<file path="config.mk">
export PLATFORM = sky130hd
export DESIGN_NAME = fsps_sequencer
export DESIGN_NICKNAME = d
export VERILOG_FILES = /design/src/include/fsps_pkg.sv /design/src/design/fsps_sequencer.sv /design/src/design/fsps_sync.sv /design/src/design/fsps_page_buf.sv
export VERILOG_INCLUDE_DIRS = /design/src /design/src/include
export SDC_FILE = /design/constraint.sdc
export NUM_CORES = 2
export LEC_CHECK = 0
export ABC_AREA = 1
export BUFFER_PORTS_ARGS = -buffer_cell sky130_fd_sc_hd__buf_2
export CORE_MARGIN = 2
export CORE_UTILIZATION = 26
export DETAILED_ROUTE_END_ITERATION = 16
export GPL_TIMING_DRIVEN = 0
export MAX_ROUTING_LAYER = met4
export PLACE_DENSITY = 0.45
export SYNTH_ARGS = -nofsm -noshare
export SYNTH_HDL_FRONTEND = slang
export SYNTH_HIERARCHICAL = 1
export SYNTH_SLANG_ARGS = --single-unit
export TNS_END_PERCENT = 10
</file>
<file path="constraint.sdc">
create_clock -name sys_clk_i -period 7.22 [get_ports sys_clk_i]
set_input_delay 1.083 -clock sys_clk_i [delete_from_list [all_inputs] [get_ports sys_clk_i]]
set_output_delay 1.083 -clock sys_clk_i [all_outputs]
set_load 0.03 [all_outputs]
</file>
<file path="src/include/fsps_regs.svh">
// Constants of the flash self-programming sequencer.
// Assumes a 200 MHz core clock; included once per compile unit.
`ifndef FSPS_REGS_SVH
`define FSPS_REGS_SVH
`define FSPS_CTRL_OFS 4'h0
`define FSPS_CTRL_RST 8'h00
`define FSPS_EN_BIT 0
`define FSPS_REEN_BIT 4
`define FSPS_IRQEN_BIT 7
`define FSPS_CMD_FILL 5'h01
`define FSPS_CMD_ERASE 5'h03
`define FSPS_CMD_WRITE 5'h05
`define FSPS_CMD_LOCK 5'h09
`define FSPS_CMD_REEN 5'h11
`define FSPS_STORE_WIN 3'h4
`define FSPS_LOAD_WIN 3'h3
`define FSPS_CLK_MHZ 200
`define FSPS_PROG_MIN_US 3700
`define FSPS_PROG_MAX_US 4500
`define FSPS_PTR_FLOW 16'h0000
`define FSPS_PTR_LOCK 16'h0001
`define FSPS_PTR_FEXT 16'h0002
`define FSPS_PTR_FHIGH 16'h0003
`define FSPS_NO_READ_WHILE_WRITE_AREA_PAGE 9'h1e0
`define FSPS_BOOT_PAGE 9'h1e0
`define FSPS_ERASED_WORD 16'hffff
`define FSPS_ALL_ONES 8'hff
`define FSPS_APP_LOCK_BIT 0
`define FSPS_BOOT_LOCK_BIT 2
`endif

</file>
<file path="src/include/fsps_pkg.sv">
// Types shared by the sequencer files.
// Assumes nothing beyond a SystemVerilog compiler.
package fsps_pkg;
  // Running operation of the flash array
  typedef enum logic [1:0] {FSPS_IDLE, FSPS_ERASE, FSPS_WRITE, FSPS_LOCK} fsps_state_t;
endpackage : fsps_pkg

</file>
<file path="src/design/fsps_sequencer.sv">
// Flash self-programming sequencer: control register, timed
// store/load windows, page buffer, erase/write/lock timing.
// Assumes CPU decode pulses spm/lpm for one cycle each and
// the flash macro follows the erase/write/lock levels.
//
// Design decisions made here: the address-and-strobe port and the address map.
`timescale 1ns/1ps
`default_nettype none
`include "fsps_regs.svh"
module fsps_sequencer
  import fsps_pkg::*;
#(
  parameter int unsigned PROG_CYCLES = `FSPS_PROG_MIN_US * `FSPS_CLK_MHZ,
  parameter logic [8:0] NO_READ_WHILE_WRITE_AREA_FIRST_PAGE = `FSPS_NO_READ_WHILE_WRITE_AREA_PAGE,
  parameter logic [8:0] BOOT_FIRST_PAGE = `FSPS_BOOT_PAGE
)(
  input wire logic sys_clk_i,
  input wire logic reset_i,
  input wire logic clk_en_i,
  input wire logic [3:0] reg_addr_i,
  input wire logic [7:0] reg_wdata_i,
  input wire logic reg_wr_i,
  input wire logic reg_rd_i,
  output logic [7:0] reg_rdata_o,
  input wire logic spm_exec_i,
  input wire logic lpm_exec_i,
  input wire logic [16:0] ptr_i,
  input wire logic [7:0] r0_i,
  input wire logic [7:0] r1_i,
  input wire logic eeprom_write_active_i,
  input wire logic [7:0] fuse_low_i,
  input wire logic [7:0] fuse_high_i,
  input wire logic [1:0] fuse_ext_i,
  input wire logic [1:0] mem_lock_i,
  input wire logic [3:0] boot_lock_i,
  input wire logic [6:0] flash_buf_addr_i,
  output logic [15:0] flash_buf_data_o,
  output logic flash_erase_o,
  output logic flash_write_o,
  output logic flash_lock_o,
  output logic [8:0] flash_page_o,
  output logic [3:0] flash_lock_data_o,
  output logic cpu_halt_o,
  output logic rww_read_block_o,
  output logic irq_o,
  output logic lpm_valid_o,
  output logic [7:0] lpm_data_o
);
  localparam int CW = $clog2(PROG_CYCLES + 1);
  localparam logic [CW-1:0] PROG_LOAD = CW'(PROG_CYCLES);
  localparam logic [CW-1:0] CNT_ONE = CW'(1);
  localparam logic [7:0] CTRL_RESET = `FSPS_CTRL_RST;

  fsps_state_t state_q;
  logic ctrl_en_q;
  logic [3:0] cmd_q;
  logic irq_en_q;
  logic rww_busy_q;
  logic [2:0] win_q;
  logic [2:0] lwin_q;
  logic [CW-1:0] cnt_q;
  logic buf_loaded_q;
  logic [23:0] nv_sync;
  logic [7:0] s_fuse_low;
  logic [7:0] s_fuse_high;
  logic [1:0] s_fuse_ext;
  logic [1:0] s_mem_lock;
  logic [3:0] s_boot_lock;
  logic [4:0] code;
  logic reg_hit;
  logic idle;
  logic ctrl_wr;
  logic cmd_arm;
  logic spm_ok;
  logic lpm_hit;
  logic go_fill;
  logic go_erase;
  logic go_write;
  logic go_lock;
  logic go_reen;
  logic prog_done;
  logic win_expire;
  logic buf_clr;

  // True when a store into this page is forbidden by the locks
  function automatic logic page_locked(input logic [8:0] page,
                                       input logic [3:0] locks);
    if (page < BOOT_FIRST_PAGE)
      page_locked = ~locks[`FSPS_APP_LOCK_BIT];
    else
      page_locked = ~locks[`FSPS_BOOT_LOCK_BIT];
  endfunction : page_locked

  // Fuse and lock values live in another domain
  fsps_sync #(
    .W(24)
  ) u_nv_sync (
    .sys_clk_i(sys_clk_i),
    .reset_i(reset_i),
    .clk_en_i(clk_en_i),
    .async_i({fuse_low_i, fuse_high_i, fuse_ext_i, mem_lock_i, boot_lock_i}),
    .sync_o(nv_sync)
  );

  // Unpack the synchronised nonvolatile bits
  assign s_fuse_low = nv_sync[23:16];
  assign s_fuse_high = nv_sync[15:8];
  assign s_fuse_ext = nv_sync[7:6];
  assign s_mem_lock = nv_sync[5:4];
  assign s_boot_lock = nv_sync[3:0];

  // Register access and command decode
  assign reg_hit = (reg_addr_i == `FSPS_CTRL_OFS);
  assign idle = (state_q == FSPS_IDLE);
  assign code = {cmd_q, ctrl_en_q};
  assign ctrl_wr = reg_wr_i && reg_hit && !eeprom_write_active_i;
  assign cmd_arm = ctrl_wr && idle && reg_wdata_i[`FSPS_EN_BIT];

  // Store accepted only inside the four-cycle window
  assign spm_ok = spm_exec_i && (win_q != 3'h0) && ctrl_en_q && idle
                  && !eeprom_write_active_i;
  assign go_fill = spm_ok && (code == `FSPS_CMD_FILL);
  assign go_erase = spm_ok && (code == `FSPS_CMD_ERASE)
                    && !page_locked(ptr_i[16:8], s_boot_lock);
  assign go_write = spm_ok && (code == `FSPS_CMD_WRITE)
                    && !page_locked(ptr_i[16:8], s_boot_lock);
  assign go_lock = spm_ok && (code == `FSPS_CMD_LOCK);
  assign go_reen = spm_ok && (code == `FSPS_CMD_REEN);

  // Load within three cycles reads fuses or locks
  assign lpm_hit = lpm_exec_i && (lwin_q != 3'h0) && idle
                   && (code == `FSPS_CMD_LOCK)
                   && !eeprom_write_active_i;

  // Window lapses with no store: command dropped
  assign win_expire = (win_q == 3'h1) && !spm_ok;
  assign prog_done = !idle && (cnt_q == CNT_ONE);

  // Every path that empties the temporary buffer
  assign buf_clr = (prog_done && (state_q == FSPS_WRITE))
                   || (ctrl_wr && reg_wdata_i[`FSPS_REEN_BIT])
                   || go_reen
                   || (eeprom_write_active_i && buf_loaded_q);

  // Enable and command bits of the control register
  always_ff @(posedge sys_clk_i)
  begin
    if (reset_i)
    begin
      ctrl_en_q <= CTRL_RESET[`FSPS_EN_BIT];
      cmd_q <= 4'h0;
    end
    else if (clk_en_i)
    begin
      if (prog_done)
      begin
        ctrl_en_q <= 1'b0;
        cmd_q <= 4'h0;
      end
      else if (cmd_arm)
      begin
        ctrl_en_q <= 1'b1;
        cmd_q <= reg_wdata_i[4:1];
      end
      else if (go_erase || go_write || go_lock)
      begin
        ctrl_en_q <= 1'b1;
      end
      else if (spm_ok || lpm_hit || (idle && win_expire))
      begin
        // Refused, single-cycle or lapsed commands end here
        ctrl_en_q <= 1'b0;
        cmd_q <= 4'h0;
      end
    end
  end

  // Store and load windows, armed by the register write
  always_ff @(posedge sys_clk_i)
  begin
    if (reset_i)
    begin
      win_q <= 3'h0;
      lwin_q <= 3'h0;
    end
    else if (clk_en_i)
    begin
      if (cmd_arm)
      begin
        win_q <= `FSPS_STORE_WIN;
        lwin_q <= `FSPS_LOAD_WIN;
      end
      else
      begin
        if (spm_ok || lpm_hit || win_q == 3'h0)
          win_q <= 3'h0;
        else
          win_q <= win_q - 3'h1;
        if (spm_ok || lpm_hit || lwin_q == 3'h0)
          lwin_q <= 3'h0;
        else
          lwin_q <= lwin_q - 3'h1;
      end
    end
  end

  // Interrupt enable is writable even during an operation
  always_ff @(posedge sys_clk_i)
  begin
    if (reset_i)
      irq_en_q <= CTRL_RESET[`FSPS_IRQEN_BIT];
    else if (clk_en_i && reg_wr_i && reg_hit)
      irq_en_q <= reg_wdata_i[`FSPS_IRQEN_BIT];
  end

  // Level interrupt while the enable bit reads clear
  always_ff @(posedge sys_clk_i)
  begin
    if (reset_i)
      irq_o <= 1'b0;
    else if (clk_en_i)
      irq_o <= irq_en_q && !ctrl_en_q;
  end

  // Operation sequencer and programming timer
  always_ff @(posedge sys_clk_i)
  begin
    if (reset_i)
    begin
      state_q <= FSPS_IDLE;
      cnt_q <= '0;
      flash_page_o <= 9'h000;
      flash_lock_data_o <= 4'hf;
    end
    else if (clk_en_i)
    begin
      case (state_q)
        FSPS_IDLE:
        begin
          if (go_erase || go_write)
          begin
            state_q <= go_erase ? FSPS_ERASE : FSPS_WRITE;
            cnt_q <= PROG_LOAD;
            flash_page_o <= ptr_i[16:8];
          end
          else if (go_lock)
          begin
            state_q <= FSPS_LOCK;
            cnt_q <= PROG_LOAD;
            flash_lock_data_o <= r0_i[5:2];
          end
        end
        FSPS_ERASE, FSPS_WRITE, FSPS_LOCK:
        begin
          // Fixed count stands in for the RC oscillator time
          if (prog_done)
            state_q <= FSPS_IDLE;
          else
            cnt_q <= cnt_q - CNT_ONE;
        end
        default:
        begin
          state_q <= FSPS_IDLE;
        end
      endcase
    end
  end

  // Flash macro strobes follow the running operation
  always_ff @(posedge sys_clk_i)
  begin
    if (reset_i)
    begin
      flash_erase_o <= 1'b0;
      flash_write_o <= 1'b0;
      flash_lock_o <= 1'b0;
    end
    else if (clk_en_i)
    begin
      if (prog_done)
      begin
        flash_erase_o <= 1'b0;
        flash_write_o <= 1'b0;
        flash_lock_o <= 1'b0;
      end
      else if (idle)
      begin
        flash_erase_o <= go_erase;
        flash_write_o <= go_write;
        flash_lock_o <= go_lock;
      end
    end
  end

  // Halt only when the target page holds running code
  always_ff @(posedge sys_clk_i)
  begin
    if (reset_i)
      cpu_halt_o <= 1'b0;
    else if (clk_en_i)
    begin
      if (prog_done)
        cpu_halt_o <= 1'b0;
      else if ((go_erase || go_write) && ptr_i[16:8] >= NO_READ_WHILE_WRITE_AREA_FIRST_PAGE)
        cpu_halt_o <= 1'b1;
      // Lock programming leaves fetch running
      else if (go_lock)
        cpu_halt_o <= 1'b0;
    end
  end

  // Read-while-write area blocked for the whole erase or write
  always_ff @(posedge sys_clk_i)
  begin
    if (reset_i)
      rww_read_block_o <= 1'b0;
    else if (clk_en_i)
    begin
      if (prog_done)
        rww_read_block_o <= 1'b0;
      else if (go_erase || go_write)
        rww_read_block_o <= 1'b1;
    end
  end

  // Busy flag outlives the operation until re-enabled
  always_ff @(posedge sys_clk_i)
  begin
    if (reset_i)
      rww_busy_q <= 1'b0;
    else if (clk_en_i)
    begin
      if (go_erase || go_write)
        rww_busy_q <= 1'b1;
      else if (go_reen)
        rww_busy_q <= 1'b0;
    end
  end

  // Tracks whether loaded words could be discarded
  always_ff @(posedge sys_clk_i)
  begin
    if (reset_i)
      buf_loaded_q <= 1'b0;
    else if (clk_en_i)
    begin
      if (go_fill)
        buf_loaded_q <= 1'b1;
      else if (buf_clr)
        buf_loaded_q <= 1'b0;
    end
  end

  // Temporary page buffer; slot from the word field
  fsps_page_buf #(
    .WORDS(128),
    .AW(7)
  ) u_page_buf (
    .sys_clk_i(sys_clk_i),
    .reset_i(reset_i),
    .clk_en_i(clk_en_i),
    .clr_i(buf_clr),
    .wr_i(go_fill),
    .waddr_i(ptr_i[7:1]),
    .wdata_i({r1_i, r0_i}),
    .raddr_i(flash_buf_addr_i),
    .rdata_o(flash_buf_data_o)
  );

  // Fuse and lock readback; bits stay in stored polarity
  always_ff @(posedge sys_clk_i)
  begin
    if (reset_i)
    begin
      lpm_valid_o <= 1'b0;
      lpm_data_o <= `FSPS_ALL_ONES;
    end
    else if (clk_en_i)
    begin
      lpm_valid_o <= lpm_hit;
      if (lpm_hit)
      begin
        case (ptr_i[15:0])
          `FSPS_PTR_FLOW:
            lpm_data_o <= s_fuse_low;
          `FSPS_PTR_LOCK:
            lpm_data_o <= {2'b11, s_boot_lock, s_mem_lock};
          `FSPS_PTR_FEXT:
            lpm_data_o <= {6'h3f, s_fuse_ext};
          `FSPS_PTR_FHIGH:
            lpm_data_o <= s_fuse_high;
          default:
            lpm_data_o <= `FSPS_ALL_ONES;
        endcase
      end
    end
  end

  // Register read data stand only in the following cycle
  always_ff @(posedge sys_clk_i)
  begin
    if (reset_i)
      reg_rdata_o <= 8'h00;
    else if (clk_en_i)
    begin
      if (reg_rd_i && reg_hit)
        reg_rdata_o <= {irq_en_q, rww_busy_q, 1'b0, cmd_q, ctrl_en_q};
      else
        reg_rdata_o <= 8'h00;
    end
  end
endmodule : fsps_sequencer
`default_nettype wire

</file>
<file path="src/design/fsps_sync.sv">
// Two-stage synchroniser for a bus of quasi-static levels.
// Assumes each bit changes rarely; no word coherence promised.
`timescale 1ns/1ps
`default_nettype none
module fsps_sync #(
  parameter int W = 8
)(
  input wire logic sys_clk_i,
  input wire logic reset_i,
  input wire logic clk_en_i,
  input wire logic [W-1:0] async_i,
  output logic [W-1:0] sync_o
);
  logic [W-1:0] meta_q;

  // First stage feeds only the second
  always_ff @(posedge sys_clk_i)
  begin
    if (reset_i)
    begin
      meta_q <= '0;
      sync_o <= '0;
    end
    else if (clk_en_i)
    begin
      meta_q <= async_i;
      sync_o <= meta_q;
    end
  end
endmodule : fsps_sync
`default_nettype wire

</file>
<file path="src/design/fsps_page_buf.sv">
// Temporary page buffer with one-cycle whole-buffer clear.
// Assumes one writer and one reader port on the core clock.
`timescale 1ns/1ps
`default_nettype none
`include "fsps_regs.svh"
module fsps_page_buf #(
  parameter int WORDS = 128,
  parameter int AW = 7
)(
  input wire logic sys_clk_i,
  input wire logic reset_i,
  input wire logic clk_en_i,
  input wire logic clr_i,
  input wire logic wr_i,
  input wire logic [AW-1:0] waddr_i,
  input wire logic [15:0] wdata_i,
  input wire logic [AW-1:0] raddr_i,
  output logic [15:0] rdata_o
);
  logic [15:0] mem_q [WORDS];
  logic [WORDS-1:0] valid_q;

  // Valid bits let a clear finish in one cycle; a store in the
  // clearing cycle survives, so the set wins
  always_ff @(posedge sys_clk_i)
  begin
    if (reset_i)
      valid_q <= '0;
    else if (clk_en_i)
    begin
      if (clr_i)
        valid_q <= '0;
      if (wr_i)
        valid_q[waddr_i] <= 1'b1;
    end
  end

  // Storage has no reset; valid bits mask it
  always_ff @(posedge sys_clk_i)
  begin
    if (clk_en_i && wr_i)
      mem_q[waddr_i] <= wdata_i;
  end

  // Empty slots read as erased flash
  always_ff @(posedge sys_clk_i)
  begin
    if (reset_i)
      rdata_o <= `FSPS_ERASED_WORD;
    else if (clk_en_i)
      rdata_o <= valid_q[raddr_i] ? mem_q[raddr_i] : `FSPS_ERASED_WORD;
  end
endmodule : fsps_page_buf
`default_nettype wire

</file>
==> impl_metrics.csv <==
group,metric,value,unit
yosys,synth_area_leaders,"edfxtp_1 (65%), nand2_1 (12%), nand3_1 (10%)",
layout,final_common_cell,"nand2_1",
floorplan,core_area,365000,um2
setup_path,crit_arrival,5.10,ns
sta,clock_skew,0.0608,ns
yosys,ys_seq_area_share,70.0,%
yosys,ys_types,38,
sta,slew_headroom,0.551,%
placed_design,port_buffers,127,
clock_network,clk_pin_slew_worst_paths,0.06,ns
global_route,grt_use_total,25.7,%
floorplan,die_y,610,um
sta,tns,0,ns
yosys,synth-async-reset-ratio,0,%
setup_path,critical-path-top-delay-family,"simple AND/OR/NAND/NOR gates",
clock_network,cts_buffer_depth,4,
run_status,violations,"capacitance limit",
sta,fmax,222,MHz
sta,rsz0062_at_grt,"false",
global_route,antenna_found_initial,50,
setup_path,endpoint_kind,"register",
detailed_routing,drtPass1Iterations,7,
clock_network,htree_levels,5,
sta,slew_viol_final,0,
detailed_routing,wl_per_cell,33.3,um
placed_design,dp_worst_setup_slack,2.18,ns
sta,finalCriticalPeriod,4.49,ns
layout,drive_gt1_share,12.9,%
yosys,syn_avg_cell_area,10.9,um2
min_path,hold_class,"in2reg",
sta,post-route-period-util,62.3,%
clock_network,cts_setup_buffers,0,
detailed_routing,drtIter0Drc,11600,
sta,setup_ws,2.73,ns
clock_network,cts.repair.resized,0,
floorplan,top_level_ports,136,
clock_network,clock-root-buffer,"clkbuf_16",
yosys,yosys_warnings,6,
power,fin_total_pwr,0.0305,W
detailed_routing,route.antenna.remaining_nets,0,
yosys,ys_seq_elements,2311,
yosys,muxShareOfSynthArea,0,%
global_route,grt_pass1_wl,625000,um
setup_path,cp_max_fo,10,
placed_design,gp_congestion,1.00,
clock_network,numCtsBuffers,272,
detailed_routing,wl,479000,um
yosys,synth_top_area_share,64.5,%
floorplan,start_util,26.1,%
yosys,synth-main-ff-cell,"edfxtp_1",
sta,hold_violations,0,
setup_path,crit_path_start_kind,"register",
layout,fin_nets,9415,
clock_network,clk_latency,0.94,ns
power,leakage,41.4,nW
yosys,synth_area,95300,um2
yosys,synth-compound-area-share,1.25,%
yosys,synth_xor_area_share,0.0551,%
setup_path,critPathRequiredTime,7.82,ns
layout,final.fill_count,36700,
global_route,first_global_vias,68700,
run,maxCapViolCount,1,
power,power_density,266,nW/um2
yosys,synth-simple-area-share,24.4,%
setup_path,cp_cell_sequence,"inv_1 > ha_1 > a21oi_1 > nand2_4 > nor2_1 > nand2_1 > nor2_1 > inv_1 > nor2_1 > inv_1 > clkbuf_1 > nor2_4 > buf_12",
yosys,netlist_instances,8774,
yosys,syn_nets,8865,
floorplan,die_w,610,um
detailed_routing,viasPerCell,5.26,
global_route,grt_max_degree,99,
run_status,status,"complete, but fails checks",
layout,final_cell_mix,"nand2_1 (3028), edfxtp_1 (2048), nand3_1 (1945), buf_2 (358), nor2_1 (333)",
clock_network,cts_tree,"built",
setup_path,cp_slowest_cell,"nor2_4",
yosys,synthAdderAreaFrac,0.0919,%
floorplan,rows,222,
floorplan,dieArea,372000,um2
clock_network,holdBufCountCts,0,
yosys,yosysTopAreaCell,"edfxtp_1",
yosys,synth_top_family_by_area,"simple AND/OR/NAND/NOR gates",
setup_path,cpPeakStageDelay,1.03,ns
layout,area_growth,20.6,%
global_route,grt_overflow,0,
yosys,synth-edff-count,2048,
detailed_routing,num_vias,75700,
placed_design,dp.final_hpwl,343000,um
clock_network,cts.sinks,2311,
sta,whs,0.449,ns
detailed_routing,drc,0,
setup_path,worstSetupPathType,"reg2reg",
sta,setup_violations,0,
power,ir_drop,0.000156,V
sta,worst_slew_pin_slew,1.49,ns
setup_path,critPathBufInv,5,
report_power, final:
group / internal, W / switching, W / leakage, nW
clock network: 0.00768 / 0.00572 / 4.14
logic: 0.000559 / 0.00197 / 16.7
registers: 0.0146 / 0.0000383 / 20.5
total: 0.0228 / 0.00773 / 41.4
final timing paths:
path,slack (ns),cells past startpoint,startpoint,endpoint
max,2.73,13,win_q[0],u_page_buf/mem_q[71][0]
min,0.45,3,ptr_i[9],flash_page_o[1]
max reg2reg,2.73,13,win_q[0],u_page_buf/mem_q[71][0]
min reg2reg,0.47,2,rww_busy_q,reg_rdata_o[6]
worst register-to-register path, cell delays in order, from the launching register on:
cell,delay [ns]
dfxtp_1,0.33
inv_1,0.08
ha_1,0.22
a21oi_1,0.24
nand2_4,0.13
nor2_1,0.38
nand2_1,0.15
nor2_1,0.21
inv_1,0.08
nor2_1,0.12
inv_1,0.27
clkbuf_1,0.65
nor2_4,1.04
buf_12,0.28
synthesized netlist by cell type (2+ instances only):
master	n
nand2_1	3028
edfxtp_1	2048
nand3_1	1945
nor2_1	461
dfxtp_1	263
buf_2	246
a21oi_1	193
inv_1	147
clkbuf_1	108
buf_4	89
buf_6	80
buf_1	33
o21ai_0	30
nand4_1	23
nor3_1	11
inv_2	10
ha_1	7
xor2_1	6
nor2_2	5
nor2_4	5
a21oi_2	4
nand2_2	4
o21ai_1	4
clkinv_1	3
nand2_4	3
nor3b_1	3
and2_1	2
nand3_2	2
nand3b_1	2
sequential cells by signal, summed over array words and instances, names as in the netlist, 2 cells and up:
name and cells:
lwin_q 3, u_page_buf/valid_q 128, cmd_q 4, u_page_buf/mem_q 2048, state_q 2, flash_lock_data_o 4, u_nv_sync/sync_o 24, u_nv_sync/meta_q 24
win_q 3, lpm_data_o 8, u_page_buf/rdata_o 16, cnt_q 20, flash_page_o 9, reg_rdata_o 7
layout make-up:
cell class | count | area (um2) | share of cell area [%]
timing repair buffer | 276 | 4120 | 3.58
tap | 4816 | 6030 | 5.24
sequential | 2311 | 66800 | 58.0
buffer | 557 | 3350 | 2.92
clock buffer | 366 | 7460 | 6.49
multi-input combinational | 5745 | 25600 | 22.2
antenna | 38 | 95.1 | 0.0827
inverter | 161 | 609 | 0.530
clock inverter | 118 | 1010 | 0.877
logic make-up after synthesis:
logic type,after synthesis
other,1
and+or+nand+nor,5497
xor gates and xnor gates,6
DFF,2311
buffers and inverters,718
adders and majority gates,7
AOI/OAI and AO/OA,234
through the flow:
| step | utilization (%) | cell area, um2 | cells |
|---|---|---|---|
| after floorplan | - | 95300 | 8774 |
| after global placement | 27.9 | 102000 | 13700 |
| after detailed placement | 29.1 | 106000 | 13900 |
| after CTS | 31.5 | 115000 | 14400 |
| after global routing | 31.5 | 115000 | 14400 |
| final | 31.5 | 115000 | 14400 |
per-layer routing:
metal  routed length, um  up-vias  global-route usage, %
li1                    -    31500                      -
met1              189000    38200                   33.0
met2              211000     4893                   38.4
met3               48800     1037                   4.91
met4               29600        0                   13.6
met5                   0        -                      -
Power figures use the tool's default switching activity.
